### src/common/tspg_defs.vh
`ifndef TSPG_DEFS_VH
`define TSPG_DEFS_VH

// Clock and time base
`define TSPG_CLK_NS 20
`define TSPG_TICK_US 1000
`define TSPG_MS_PER_S 15'd1000

// Timing in milliseconds
`define TSPG_SENS_STEP_MS 15'd50
`define TSPG_INR_STEP_MS 15'd50
`define TSPG_WDOG_MS 15'd5000
`define TSPG_PROG_MS 15'd30000

// Factory defaults
`define TSPG_DEF_SENS 3'h2
`define TSPG_DEF_RESTART 4'h4
`define TSPG_DEF_INRUSH 4'ha
`define TSPG_DEF_ADDR1 11'h064
`define TSPG_DEF_ADDR2 11'h065
`define TSPG_DEF_ADDR3 11'h066
`define TSPG_DEF_CTRL 32'h0000_0001

// Programming values
`define TSPG_PV_ENTER 8'h3e
`define TSPG_PV_RESET 8'h08
`define TSPG_PV_ADDR_LO 8'h01
`define TSPG_PV_ADDR_HI 8'h04
`define TSPG_PV_SENS_LO 8'h0b
`define TSPG_PV_SENS_HI 8'h11
`define TSPG_PV_RST_LO 8'h18
`define TSPG_PV_RST_HI 8'h1d
`define TSPG_PV_INR_LO 8'h1f
`define TSPG_PV_INR_HI 8'h23
`define TSPG_PV_ESR_OFF 8'h28
`define TSPG_PV_ESR_ON 8'h29
`define TSPG_PV_SC_ONE 8'h2a
`define TSPG_PV_SC_ALL 8'h2b
`define TSPG_SENS_BASE 8'h0a
`define TSPG_RST_BASE 8'h14
`define TSPG_INR_BASE 8'h19

// Register offsets
`define TSPG_REG_CTRL 12'h000
`define TSPG_REG_STATUS 12'h004
`define TSPG_REG_SETUP 12'h008
`define TSPG_REG_ADDR12 12'h00c
`define TSPG_REG_ADDR3W 12'h010

// Field positions
`define TSPG_CTRL_FB_EN 0
`define TSPG_ST_ESTOP 6
`define TSPG_ST_WDOG 7
`define TSPG_ST_PROG 8
`define TSPG_ST_ACT3 9
`define TSPG_SU_ESR 12
`define TSPG_SU_SCALL 13
`define TSPG_AD_WVALID 31

`endif

### src/logic/tspg_sync.v
`timescale 1ns/1ps
module tspg_sync #(
  parameter W = 1,
  parameter [W-1:0] INIT = {W{1'b0}}
) (
  // Clock and reset
  input wire i_ref_clk,
  input wire i_resetn,
  // Pins
  input wire [W-1:0] i_async,
  output reg [W-1:0] o_sync
);

  reg [W-1:0] stage1;
  reg [W-1:0] stage2;
  reg [W-1:0] stage3;

  // Change accepted only when stages two and three agree
  always @(posedge i_ref_clk or negedge i_resetn) begin
    if (!i_resetn) begin
      stage1 <= INIT;
      stage2 <= INIT;
      stage3 <= INIT;
      o_sync <= INIT;
    end else begin
      stage1 <= i_async;
      stage2 <= stage1;
      stage3 <= stage2;
      o_sync <= (stage2 & stage3) | (o_sync & (stage2 ^ stage3));
    end
  end

endmodule

### src/logic/tspg_section.v
`timescale 1ns/1ps
module tspg_section (
  // Clock and reset
  input wire i_ref_clk,
  input wire i_resetn,
  // Control
  input wire i_tick,
  input wire i_en,
  input wire i_grp_trip,
  input wire i_clr_trip,
  // Sense
  input wire i_over,
  input wire i_volt_ok,
  // Times in ticks
  input wire [14:0] i_sens_t,
  input wire [14:0] i_inr_t,
  input wire [14:0] i_rst_t,
  // Status
  output wire o_power,
  output wire o_short,
  output reg o_trip
);

  localparam [3:0] S_OFF = 4'h1;
  localparam [3:0] S_INR = 4'h2;
  localparam [3:0] S_ON = 4'h4;
  localparam [3:0] S_TRIP = 4'h8;

  reg [3:0] state;
  reg [14:0] cnt;
  wire [14:0] cnt_inc = cnt + 15'h0001;

  assign o_power = state[1] | state[2];
  assign o_short = state[3];

  always @(posedge i_ref_clk or negedge i_resetn) begin
    if (!i_resetn) begin
      state <= S_OFF;
      cnt <= 15'h0000;
      o_trip <= 1'b0;
    end else begin
      o_trip <= 1'b0;
      case (state)
        S_OFF: begin
          cnt <= 15'h0000;
          if (i_en)
            state <= S_INR;
        end
        S_INR: begin
          if (!i_en) begin
            state <= S_OFF;
          end else if (i_grp_trip) begin
            state <= S_TRIP;
            cnt <= 15'h0000;
            o_trip <= 1'b1;
          end else if (i_tick) begin
            if (cnt_inc >= i_inr_t) begin
              cnt <= 15'h0000;
              // Apart from a group trip, only a lasting fault ends the inrush in a trip
              if (i_over && !i_volt_ok) begin
                state <= S_TRIP;
                o_trip <= 1'b1;
              end else begin
                state <= S_ON;
              end
            end else begin
              cnt <= cnt_inc;
            end
          end
        end
        S_ON: begin
          if (!i_en) begin
            state <= S_OFF;
          end else if (i_grp_trip) begin
            state <= S_TRIP;
            cnt <= 15'h0000;
            o_trip <= 1'b1;
          end else if (!i_over) begin
            cnt <= 15'h0000;
          end else if (i_tick) begin
            if (cnt_inc >= i_sens_t) begin
              state <= S_TRIP;
              cnt <= 15'h0000;
              o_trip <= 1'b1;
            end else begin
              cnt <= cnt_inc;
            end
          end
        end
        S_TRIP: begin
          if (i_clr_trip) begin
            state <= S_OFF;
            cnt <= 15'h0000;
          end else if (i_tick) begin
            if (cnt_inc >= i_rst_t) begin
              state <= i_en ? S_INR : S_OFF;
              cnt <= 15'h0000;
            end else begin
              cnt <= cnt_inc;
            end
          end
        end
        default: begin
          state <= S_OFF;
          cnt <= 15'h0000;
        end
      endcase
    end
  end

endmodule

### src/logic/tspg_top.v
// The register addresses and the APB interface to the registers are this design's own decisions.
`timescale 1ns/1ps
`include "tspg_defs.vh"
module tspg_top #(
  parameter TICK_CYC = (`TSPG_TICK_US * 1000) / `TSPG_CLK_NS
) (
  // Clock and reset
  input wire i_ref_clk,
  input wire i_resetn,
  // APB slave
  input wire i_psel,
  input wire i_penable,
  input wire i_pwrite,
  input wire [11:0] i_paddr,
  input wire [31:0] i_pwdata,
  output wire o_pready,
  output reg [31:0] o_prdata,
  output reg o_pslverr,
  // Decoded accessory commands
  input wire i_acc_valid,
  input wire [10:0] i_acc_addr,
  input wire i_acc_on,
  // Decoded programming values
  input wire i_pom_valid,
  input wire [7:0] i_pom_value,
  // Pins: straps, sense, button
  input wire [3:0] i_strap_n,
  input wire [2:0] i_over_lim,
  input wire [2:0] i_volt_ok,
  input wire i_estop_n,
  // Section drive and lamps
  output wire [2:0] o_sec_power,
  output reg [2:0] o_limit_high,
  output reg [2:0] o_led_power,
  output reg [2:0] o_led_short,
  output reg o_led_estop,
  output reg o_short_fb
);

  localparam integer TICK_LAST_I = TICK_CYC - 1;
  localparam [15:0] TICK_LAST = TICK_LAST_I[15:0];
  localparam [3:0] P_IDLE = 4'h1;
  localparam [3:0] P_WAIT = 4'h2;
  localparam [3:0] P_ADDR = 4'h4;
  localparam [3:0] P_DONE = 4'h8;

  ////////////////////////////////////////////////////////////////////////
  // Pin synchronisers and time base

  wire [10:0] pins_s;
  wire [3:0] strap_fit = ~pins_s[3:0];
  wire [2:0] over_s = pins_s[6:4];
  wire [2:0] volt_s = pins_s[9:7];
  wire estop = ~pins_s[10];
  wire active3 = ~strap_fit[3];
  reg estop_d;
  reg [15:0] tick_cnt;
  reg tick;

  tspg_sync #(.W(11), .INIT(11'h7ff)) u_sync (
    .i_ref_clk(i_ref_clk),
    .i_resetn(i_resetn),
    .i_async({i_estop_n, i_volt_ok, i_over_lim, i_strap_n}),
    .o_sync(pins_s)
  );

  always @(posedge i_ref_clk or negedge i_resetn) begin
    if (!i_resetn) begin
      tick_cnt <= 16'h0000;
      tick <= 1'b0;
      estop_d <= 1'b0;
    end else begin
      estop_d <= estop;
      tick <= (tick_cnt == TICK_LAST);
      if (tick_cnt == TICK_LAST)
        tick_cnt <= 16'h0000;
      else
        tick_cnt <= tick_cnt + 16'h0001;
    end
  end

  ////////////////////////////////////////////////////////////////////////
  // Programmed settings

  reg [3:0] pstate;
  reg [14:0] pcnt;
  reg [1:0] addr_sel;
  reg [2:0] sens_steps;
  reg [3:0] restart_s;
  reg [3:0] inrush_steps;
  reg opt_estop_rst;
  reg opt_short_all;
  reg [10:0] addr1;
  reg [10:0] addr2;
  reg [10:0] addr3;
  reg [10:0] addr_wd;
  reg wd_valid;
  wire [7:0] pv = i_pom_value;
  wire [7:0] sens_pv = pv - `TSPG_SENS_BASE;
  wire [7:0] rst_pv = pv - `TSPG_RST_BASE;
  wire [7:0] inr_pv = pv - `TSPG_INR_BASE;

  // Assignment consumes the accessory command, it switches nothing
  wire acc_assign = pstate[2] & i_acc_valid;
  wire acc_use = i_acc_valid & ~acc_assign;

  always @(posedge i_ref_clk or negedge i_resetn) begin
    if (!i_resetn) begin
      pstate <= P_IDLE;
      pcnt <= 15'h0000;
      addr_sel <= 2'h0;
      sens_steps <= `TSPG_DEF_SENS;
      restart_s <= `TSPG_DEF_RESTART;
      inrush_steps <= `TSPG_DEF_INRUSH;
      opt_estop_rst <= 1'b0;
      opt_short_all <= 1'b0;
      addr1 <= `TSPG_DEF_ADDR1;
      addr2 <= `TSPG_DEF_ADDR2;
      addr3 <= `TSPG_DEF_ADDR3;
      addr_wd <= 11'h000;
      wd_valid <= 1'b0;
    end else begin
      case (pstate)
        P_IDLE: begin
          pcnt <= 15'h0000;
          if (i_pom_valid && pv == `TSPG_PV_ENTER)
            pstate <= P_WAIT;
        end
        P_WAIT, P_ADDR: begin
          if (tick)
            pcnt <= pcnt + 15'h0001;
          if (pcnt >= `TSPG_PROG_MS) begin
            pstate <= P_IDLE;
          end else if (pstate[2]) begin
            if (acc_assign) begin
              pstate <= P_IDLE;
              case (addr_sel)
                2'h0: addr1 <= i_acc_addr;
                2'h1: addr2 <= i_acc_addr;
                2'h2: addr3 <= i_acc_addr;
                default: begin
                  addr_wd <= i_acc_addr;
                  wd_valid <= 1'b1;
                end
              endcase
            end
          end else if (i_pom_valid) begin
            pstate <= P_DONE;
            pcnt <= 15'h0000;
            if (pv == `TSPG_PV_RESET) begin
              sens_steps <= `TSPG_DEF_SENS;
              restart_s <= `TSPG_DEF_RESTART;
              inrush_steps <= `TSPG_DEF_INRUSH;
              opt_estop_rst <= 1'b0;
              opt_short_all <= 1'b0;
              addr1 <= `TSPG_DEF_ADDR1;
              addr2 <= `TSPG_DEF_ADDR2;
              addr3 <= `TSPG_DEF_ADDR3;
              wd_valid <= 1'b0;
            end else if (pv >= `TSPG_PV_ADDR_LO &&
                         pv <= `TSPG_PV_ADDR_HI) begin
              pstate <= P_ADDR;
              addr_sel <= pv[1:0] - 2'h1;
            end else if (pv >= `TSPG_PV_SENS_LO &&
                         pv <= `TSPG_PV_SENS_HI) begin
              sens_steps <= sens_pv[2:0];
            end else if (pv >= `TSPG_PV_RST_LO &&
                         pv <= `TSPG_PV_RST_HI) begin
              restart_s <= rst_pv[3:0];
            end else if (pv >= `TSPG_PV_INR_LO &&
                         pv <= `TSPG_PV_INR_HI) begin
              inrush_steps <= inr_pv[3:0];
            end else if (pv == `TSPG_PV_ESR_OFF ||
                         pv == `TSPG_PV_ESR_ON) begin
              opt_estop_rst <= pv[0];
            end else if (pv == `TSPG_PV_SC_ONE ||
                         pv == `TSPG_PV_SC_ALL) begin
              opt_short_all <= pv[0];
            end
          end
        end
        P_DONE: begin
          pstate <= P_IDLE;
        end
        default: begin
          pstate <= P_IDLE;
        end
      endcase
    end
  end

  ////////////////////////////////////////////////////////////////////////
  // Section switching and watchdog

  reg [2:0] sec_on;
  reg wd_en;
  reg [14:0] wd_cnt;
  wire wd_hit = acc_use & wd_valid & (i_acc_addr == addr_wd);
  wire wd_expire = wd_en & (wd_cnt >= `TSPG_WDOG_MS);

  always @(posedge i_ref_clk or negedge i_resetn) begin
    if (!i_resetn) begin
      sec_on <= 3'h7;
      wd_en <= 1'b0;
      wd_cnt <= 15'h0000;
    end else begin
      if (wd_hit) begin
        wd_en <= i_acc_on;
        wd_cnt <= 15'h0000;
      end else if (!wd_en || wd_expire) begin
        wd_cnt <= 15'h0000;
      end else if (tick) begin
        wd_cnt <= wd_cnt + 15'h0001;
      end
      if (wd_expire) begin
        sec_on <= 3'h0;
      end else if (acc_use) begin
        if (i_acc_addr == addr1)
          sec_on[0] <= i_acc_on;
        if (i_acc_addr == addr2)
          sec_on[1] <= i_acc_on;
        if (i_acc_addr == addr3)
          sec_on[2] <= i_acc_on;
      end
    end
  end

  ////////////////////////////////////////////////////////////////////////
  // Sections

  wire [14:0] sens_t = {12'h000, sens_steps} * `TSPG_SENS_STEP_MS;
  wire [14:0] inr_t = {11'h000, inrush_steps} * `TSPG_INR_STEP_MS;
  wire [14:0] rst_t = {11'h000, restart_s} * `TSPG_MS_PER_S;
  wire [2:0] sec_act = {active3, 2'h3};
  wire [2:0] sec_en = sec_on & sec_act & {3{~estop}};
  wire [2:0] sec_short;
  wire [2:0] sec_trip;
  wire grp_trip = opt_short_all & (|sec_trip);
  wire clr_trip = opt_estop_rst & estop & ~estop_d;

  genvar gi;
  generate
    for (gi = 0; gi < 3; gi = gi + 1) begin : g_sec
      tspg_section u_sec (
        .i_ref_clk(i_ref_clk),
        .i_resetn(i_resetn),
        .i_tick(tick),
        .i_en(sec_en[gi]),
        .i_grp_trip(grp_trip),
        .i_clr_trip(clr_trip),
        .i_over(over_s[gi]),
        .i_volt_ok(volt_s[gi]),
        .i_sens_t(sens_t),
        .i_inr_t(inr_t),
        .i_rst_t(rst_t),
        .o_power(o_sec_power[gi]),
        .o_short(sec_short[gi]),
        .o_trip(sec_trip[gi])
      );
    end
  endgenerate

  ////////////////////////////////////////////////////////////////////////
  // Lamps, limits, feedback and APB

  reg [31:0] ctrl;
  wire [31:0] status = {18'h0, strap_fit, active3, pstate[1] | pstate[2],
                        wd_en, estop, sec_short, o_sec_power};
  wire [31:0] setup = {18'h0, opt_short_all, opt_estop_rst, inrush_steps,
                       restart_s, 1'b0, sens_steps};
  wire [31:0] addr12 = {5'h00, addr2, 5'h00, addr1};
  wire [31:0] addr3w = {wd_valid, 4'h0, addr_wd, 5'h00, addr3};
  wire apb_acc = i_psel & i_penable;
  reg hit;
  reg [31:0] rd;

  assign o_pready = 1'b1;

  always @* begin
    hit = 1'b1;
    rd = 32'h0000_0000;
    case (i_paddr)
      `TSPG_REG_CTRL: rd = ctrl;
      `TSPG_REG_STATUS: rd = status;
      `TSPG_REG_SETUP: rd = setup;
      `TSPG_REG_ADDR12: rd = addr12;
      `TSPG_REG_ADDR3W: rd = addr3w;
      default: hit = 1'b0;
    endcase
  end

  always @(posedge i_ref_clk or negedge i_resetn) begin
    if (!i_resetn) begin
      ctrl <= `TSPG_DEF_CTRL;
      o_prdata <= 32'h0000_0000;
      o_pslverr <= 1'b0;
      o_limit_high <= 3'h0;
      o_led_power <= 3'h0;
      o_led_short <= 3'h0;
      o_led_estop <= 1'b0;
      o_short_fb <= 1'b0;
    end else begin
      // Read data registered at setup so it is valid in access
      o_prdata <= (i_psel && !i_penable) ? rd : o_prdata;
      o_pslverr <= i_psel & ~i_penable & ~hit;
      if (apb_acc && i_pwrite && i_paddr == `TSPG_REG_CTRL)
        ctrl <= {31'h0, i_pwdata[`TSPG_CTRL_FB_EN]};
      o_limit_high <= strap_fit[2:0];
      o_led_power <= o_sec_power & sec_act;
      o_led_short <= sec_short & sec_act;
      o_led_estop <= estop;
      o_short_fb <= ctrl[`TSPG_CTRL_FB_EN] & (|sec_short);
    end
  end

endmodule

### config.mk
export PLATFORM = sky130hd
export DESIGN_NAME = tspg_top
export DESIGN_NICKNAME = d
export VERILOG_FILES = /design/src/logic/tspg_sync.v /design/src/logic/tspg_section.v /design/src/logic/tspg_top.v
export VERILOG_INCLUDE_DIRS = /design/src /design/src/common
export SDC_FILE = /design/constraint.sdc
export NUM_CORES = 1
export LEC_CHECK = 0
export ABC_AREA = 0
export BUFFER_PORTS_ARGS = -buffer_cell sky130_fd_sc_hd__buf_2
export CORE_MARGIN = 5
export CORE_UTILIZATION = 50
export CTS_CLUSTER_DIAMETER = 30
export DETAILED_ROUTE_END_ITERATION = 7
export PLACE_DENSITY = 0.68
export RECOVER_POWER = 50
export SLEW_MARGIN = 20
export SYNTH_ARGS = -nofsm -noshare
export SYNTH_HDL_FRONTEND = slang
export SYNTH_HIERARCHICAL = 1
export SYNTH_SLANG_ARGS = --single-unit
### constraint.sdc
create_clock -name i_ref_clk -period 5.6 [get_ports i_ref_clk]
set_input_delay 0.28 -clock i_ref_clk [delete_from_list [all_inputs] [get_ports i_ref_clk]]
set_output_delay 0.28 -clock i_ref_clk [all_outputs]
set_load 0.1 [all_outputs]
==> flow_summary.toml <==
[critical_path]
cp_top_family = "compound AO/OA/AOI/OAI gates"
critical_path_class = "reg2reg"
critical_path.endpoint_type = "flop"
slowest_delay_ns = 0.69
slowest_stage = "fa_1"
path_cells = "fa_1 > inv_1 > fa_1 > inv_1 > ha_1 > a21o_1 > a211oi_1 > o21ai_0 > a21oi_1 > xnor2_1 > inv_1 > ha_1 > and4_1 > nand2_1 > o211ai_1 > o221a_4 > nor2_1 > a22o_1"
crit_buf_inv = 3
worst-path-max-fanout = 16
cpMostUsedCell = "inv_1"
arrival_ns = 5.70
start_kind = "flop"
required_ns = 6.05

[clock_network]
cts_made_buffers = 68
cts_tree = "yes"
path_clk_slew_ns = 0.05
cts.sinks = 258
postCtsSetupBuffers = 0
ctsResizeCount = 0
htree_num_levels = 3
root_buffer = "clkbuf_16"
clock_latency_ns = 0.58
clk_path_buf_depth = 3

[routing]
drt-pass1-iter-count = 7
drt-total-wl_mm = 44.2
drcViolationCount = 0
viasPerCell = 5.49
routed_wire_length_per_instance_um = 16.8
drtIter0Drc = 951
num_vias = 14500
ant_nets = 0

[global_routing]
grt_util_met2 = 0.364
grt_pass1_wl_mm = 71.7
busiest_layer = "met2"
grtUsageMet1 = 0.298
grt.overflow.total = 0
grt_pass1_vias = 14200
grt_max_degree = 141
grt_antenna_before_repair = 2
grt_use_total = 0.222
use_met3 = 0.0388

[sta]
rsz0062_at_grt = "false"
worst_slew_pin_slew_ns = 3.09
min_period_ns = 5.26
fin_crit_sh = 0.939
final_hold_viol_count = 0
tns_ns = 0
setup_slack_ns = 0.342
fmaxAchievable_ghz = 0.190
worst_slew_margin_rel = -1.06
skew_ns = 0.0283
finalMaxSlewViolations = 261
setup_viol = 0

[floorplanning]
coreArea_um2 = 35500
die_w_um = 199
fp.dieArea_um2 = 39800
start_util = 0.506
row_count = 69
ioPinCount = 130
dieHeight_um = 199

[synthesis]
yosysWarnings = 6
netlist_area_um2 = 17900
syn_avg_cell_area_um2 = 9.16
yosysUniqueCellTypes = 75
synth_area_leaders = "dfrtp_1 27%, ha_1 13%, dfstp_2 9.8%"
ys_seq_elements = 258
synth_top_area_share = 0.266
synth_area_leader_cell = "dfrtp_1"
yosysSeqAreaShare = 0.364
async_flop_share = 1.00
synth_edf_count = 0
synth_cells = 1958
synth_ff_type = "dfrtp_1"

[flow_run]
drv_cap = 2

[outcome]
status = "complete, but fails checks"
violations = "max-capacitance violations, max-slew violations"

[final_layout]
layout_commonest_cell = "nand2_1"
drive_above_1_share = 0.138
multiInputGateArea_um2 = 10300
final.fill_count = 2993
final_cell_mix = "203 x nand2_1, 202 x inv_1, 192 x ha_1, 191 x dfrtp_1, 130 x nor2_1"
regArea_um2 = 6540
nets = 2398
final_area_um2 = 21300
area_delta_synth_final_pct = 18.6

[pwr]
p_leak_nw = 9.79
ir_drop_uv = 521
powerDensity_nw_per_um2 = 331

[placement]
dp_hpwl_mm = 31.4
io_buffers = 91
placed_area_um2 = 18800
place_congestion = 0.848
dpl_worst_slack_ns = 0.424

[min_path]
worst_hold_path_type = "in2reg"
==> routing by layer <==
metal,wire length [µm],vias up,share of wire
li1,-,7100,-
met1,19900,6945,0.45
met2,20800,347,0.47
met3,2440,79,0.055
met4,1040,0,0.023
met5,0,-,0
==> kinds of logic (layout without fill, tap and decap cells) <==
kind of cell	count (synthesis)	after routing	synth area share
buf+inv	288	443	0.0715
flops	258	258	0.364
mux	38	38	0.0224
other cells	2	62	0.000419
fa+ha+maj	200	200	0.143
compound gates	433	433	0.166
xor+xnor	123	123	0.0600
simple gates	616	616	0.173
==> final timing paths <==
| kind | from | end | slack, ns | cells past startpoint |
|---|---|---|---|---|
| worst max-delay path | restart_s[1] | g_sec[1].u_sec/cnt[2] | 0.34 | 18 |
| worst min-delay path | i_pom_value[0] | addr_sel[0] | 0.05 | 2 |
| worst max register to register | restart_s[1] | g_sec[1].u_sec/cnt[2] | 0.34 | 18 |
| worst min register to register | u_sync/stage1[7] | u_sync/stage2[7] | 0.35 | 0 |
| max in group asynchronous | i_resetn | wd_cnt[3] | 1.08 | 3 |
| min in group asynchronous | i_resetn | pcnt[14] | 1.22 | 2 |
==> sequential cells by signal (all words and copies together), names as in the netlist, 2 cells and up <==
signal,cells
addr_wd,11
tick_cnt,16
o_led_power,3
u_sync/o_sync,11
wd_cnt,15
addr2,11
o_limit_high,3
u_sync/stage3,11
sens_steps,3
addr1,11
o_led_short,3
sec_on,3
u_sync/stage1,11
addr_sel,2
addr3,11
pcnt,15
inrush_steps,4
o_prdata,26
g_sec.u_sec/o_trip,3
u_sync/stage2,11
g_sec.u_sec/state,12
g_sec.u_sec/cnt,45
pstate,4
restart_s,4
==> layout make-up <==
type / count / share of cell area
sequential: 258 / 0.307
multi-input combinational: 1470 / 0.485
clock buffer: 84 / 0.0866
timing repair buffer: 115 / 0.0293
antenna: 2 / 0.000235
tap: 461 / 0.0271
clock inverter: 41 / 0.0285
inverter: 203 / 0.0358
==> timing repair <==
| action | CTS | global route |
|---|---|---|
| setup endpoints to repair | 0 | 0 |
| hold buffers | 16 | 0 |
| hold endpoints to repair | 112 | 0 |
==> synth_stat cells, types with 6 or more instances <==
library cell  number
nand2_1          203
inv_1            202
ha_1             192
dfrtp_1          191
nor2_1           130
o21ai_0          117
a21oi_1          113
xnor2_1           87
dfstp_2           67
nand3_1           52
nand2b_1          42
clkbuf_1          39
xor2_1            36
nand4_1           35
nor3_1            35
a21o_1            30
mux2i_1           21
nor2b_1           21
a211oi_1          19
and3_1            19
or3_1             18
mux2_2            17
a22oi_1           16
o21ai_2           16
buf_2             15
a31oi_1           14
and4_1            14
buf_4             14
o31ai_4           12
a222oi_1          11
buf_6             11
o22ai_1            9
o31ai_1            9
fa_1               8
a41oi_1            7
a22o_1             6
a32o_1             6
and2_1             6
o21bai_1           6
==> per-stage QoR <==
step                      power [mW]  std cells  hold WS (ns)  utilization
after floorplan                 2.83       2016       -0.0156            -
after global placement          2.94       2491         0.346        0.529
after detailed placement        2.96       2491         0.347        0.529
after CTS                       7.13       2632        0.0246        0.602
after global routing            7.33       2634        0.0561        0.600
final                           7.04       2634        0.0518        0.600
==> report_power, final <==
group          switching (mW)  internal (mW)  leakage [nW]
logic                   0.633          0.265          5.30
clock network            1.23           2.87          1.18
registers              0.0900           1.96          3.31
total                    1.95           5.09          9.79
==> worst reg2reg max path, delay by kind of cell, from the launching register on <==
family | cells | cell delay, ns
flops | 1 | 0.50
simple gates | 3 | 0.34
compound gates | 7 | 1.87
xor+xnor | 1 | 0.30
fa+ha+maj | 4 | 1.86
buf+inv | 3 | 0.25
No activity file was read; power rests on OpenSTA's default activity.
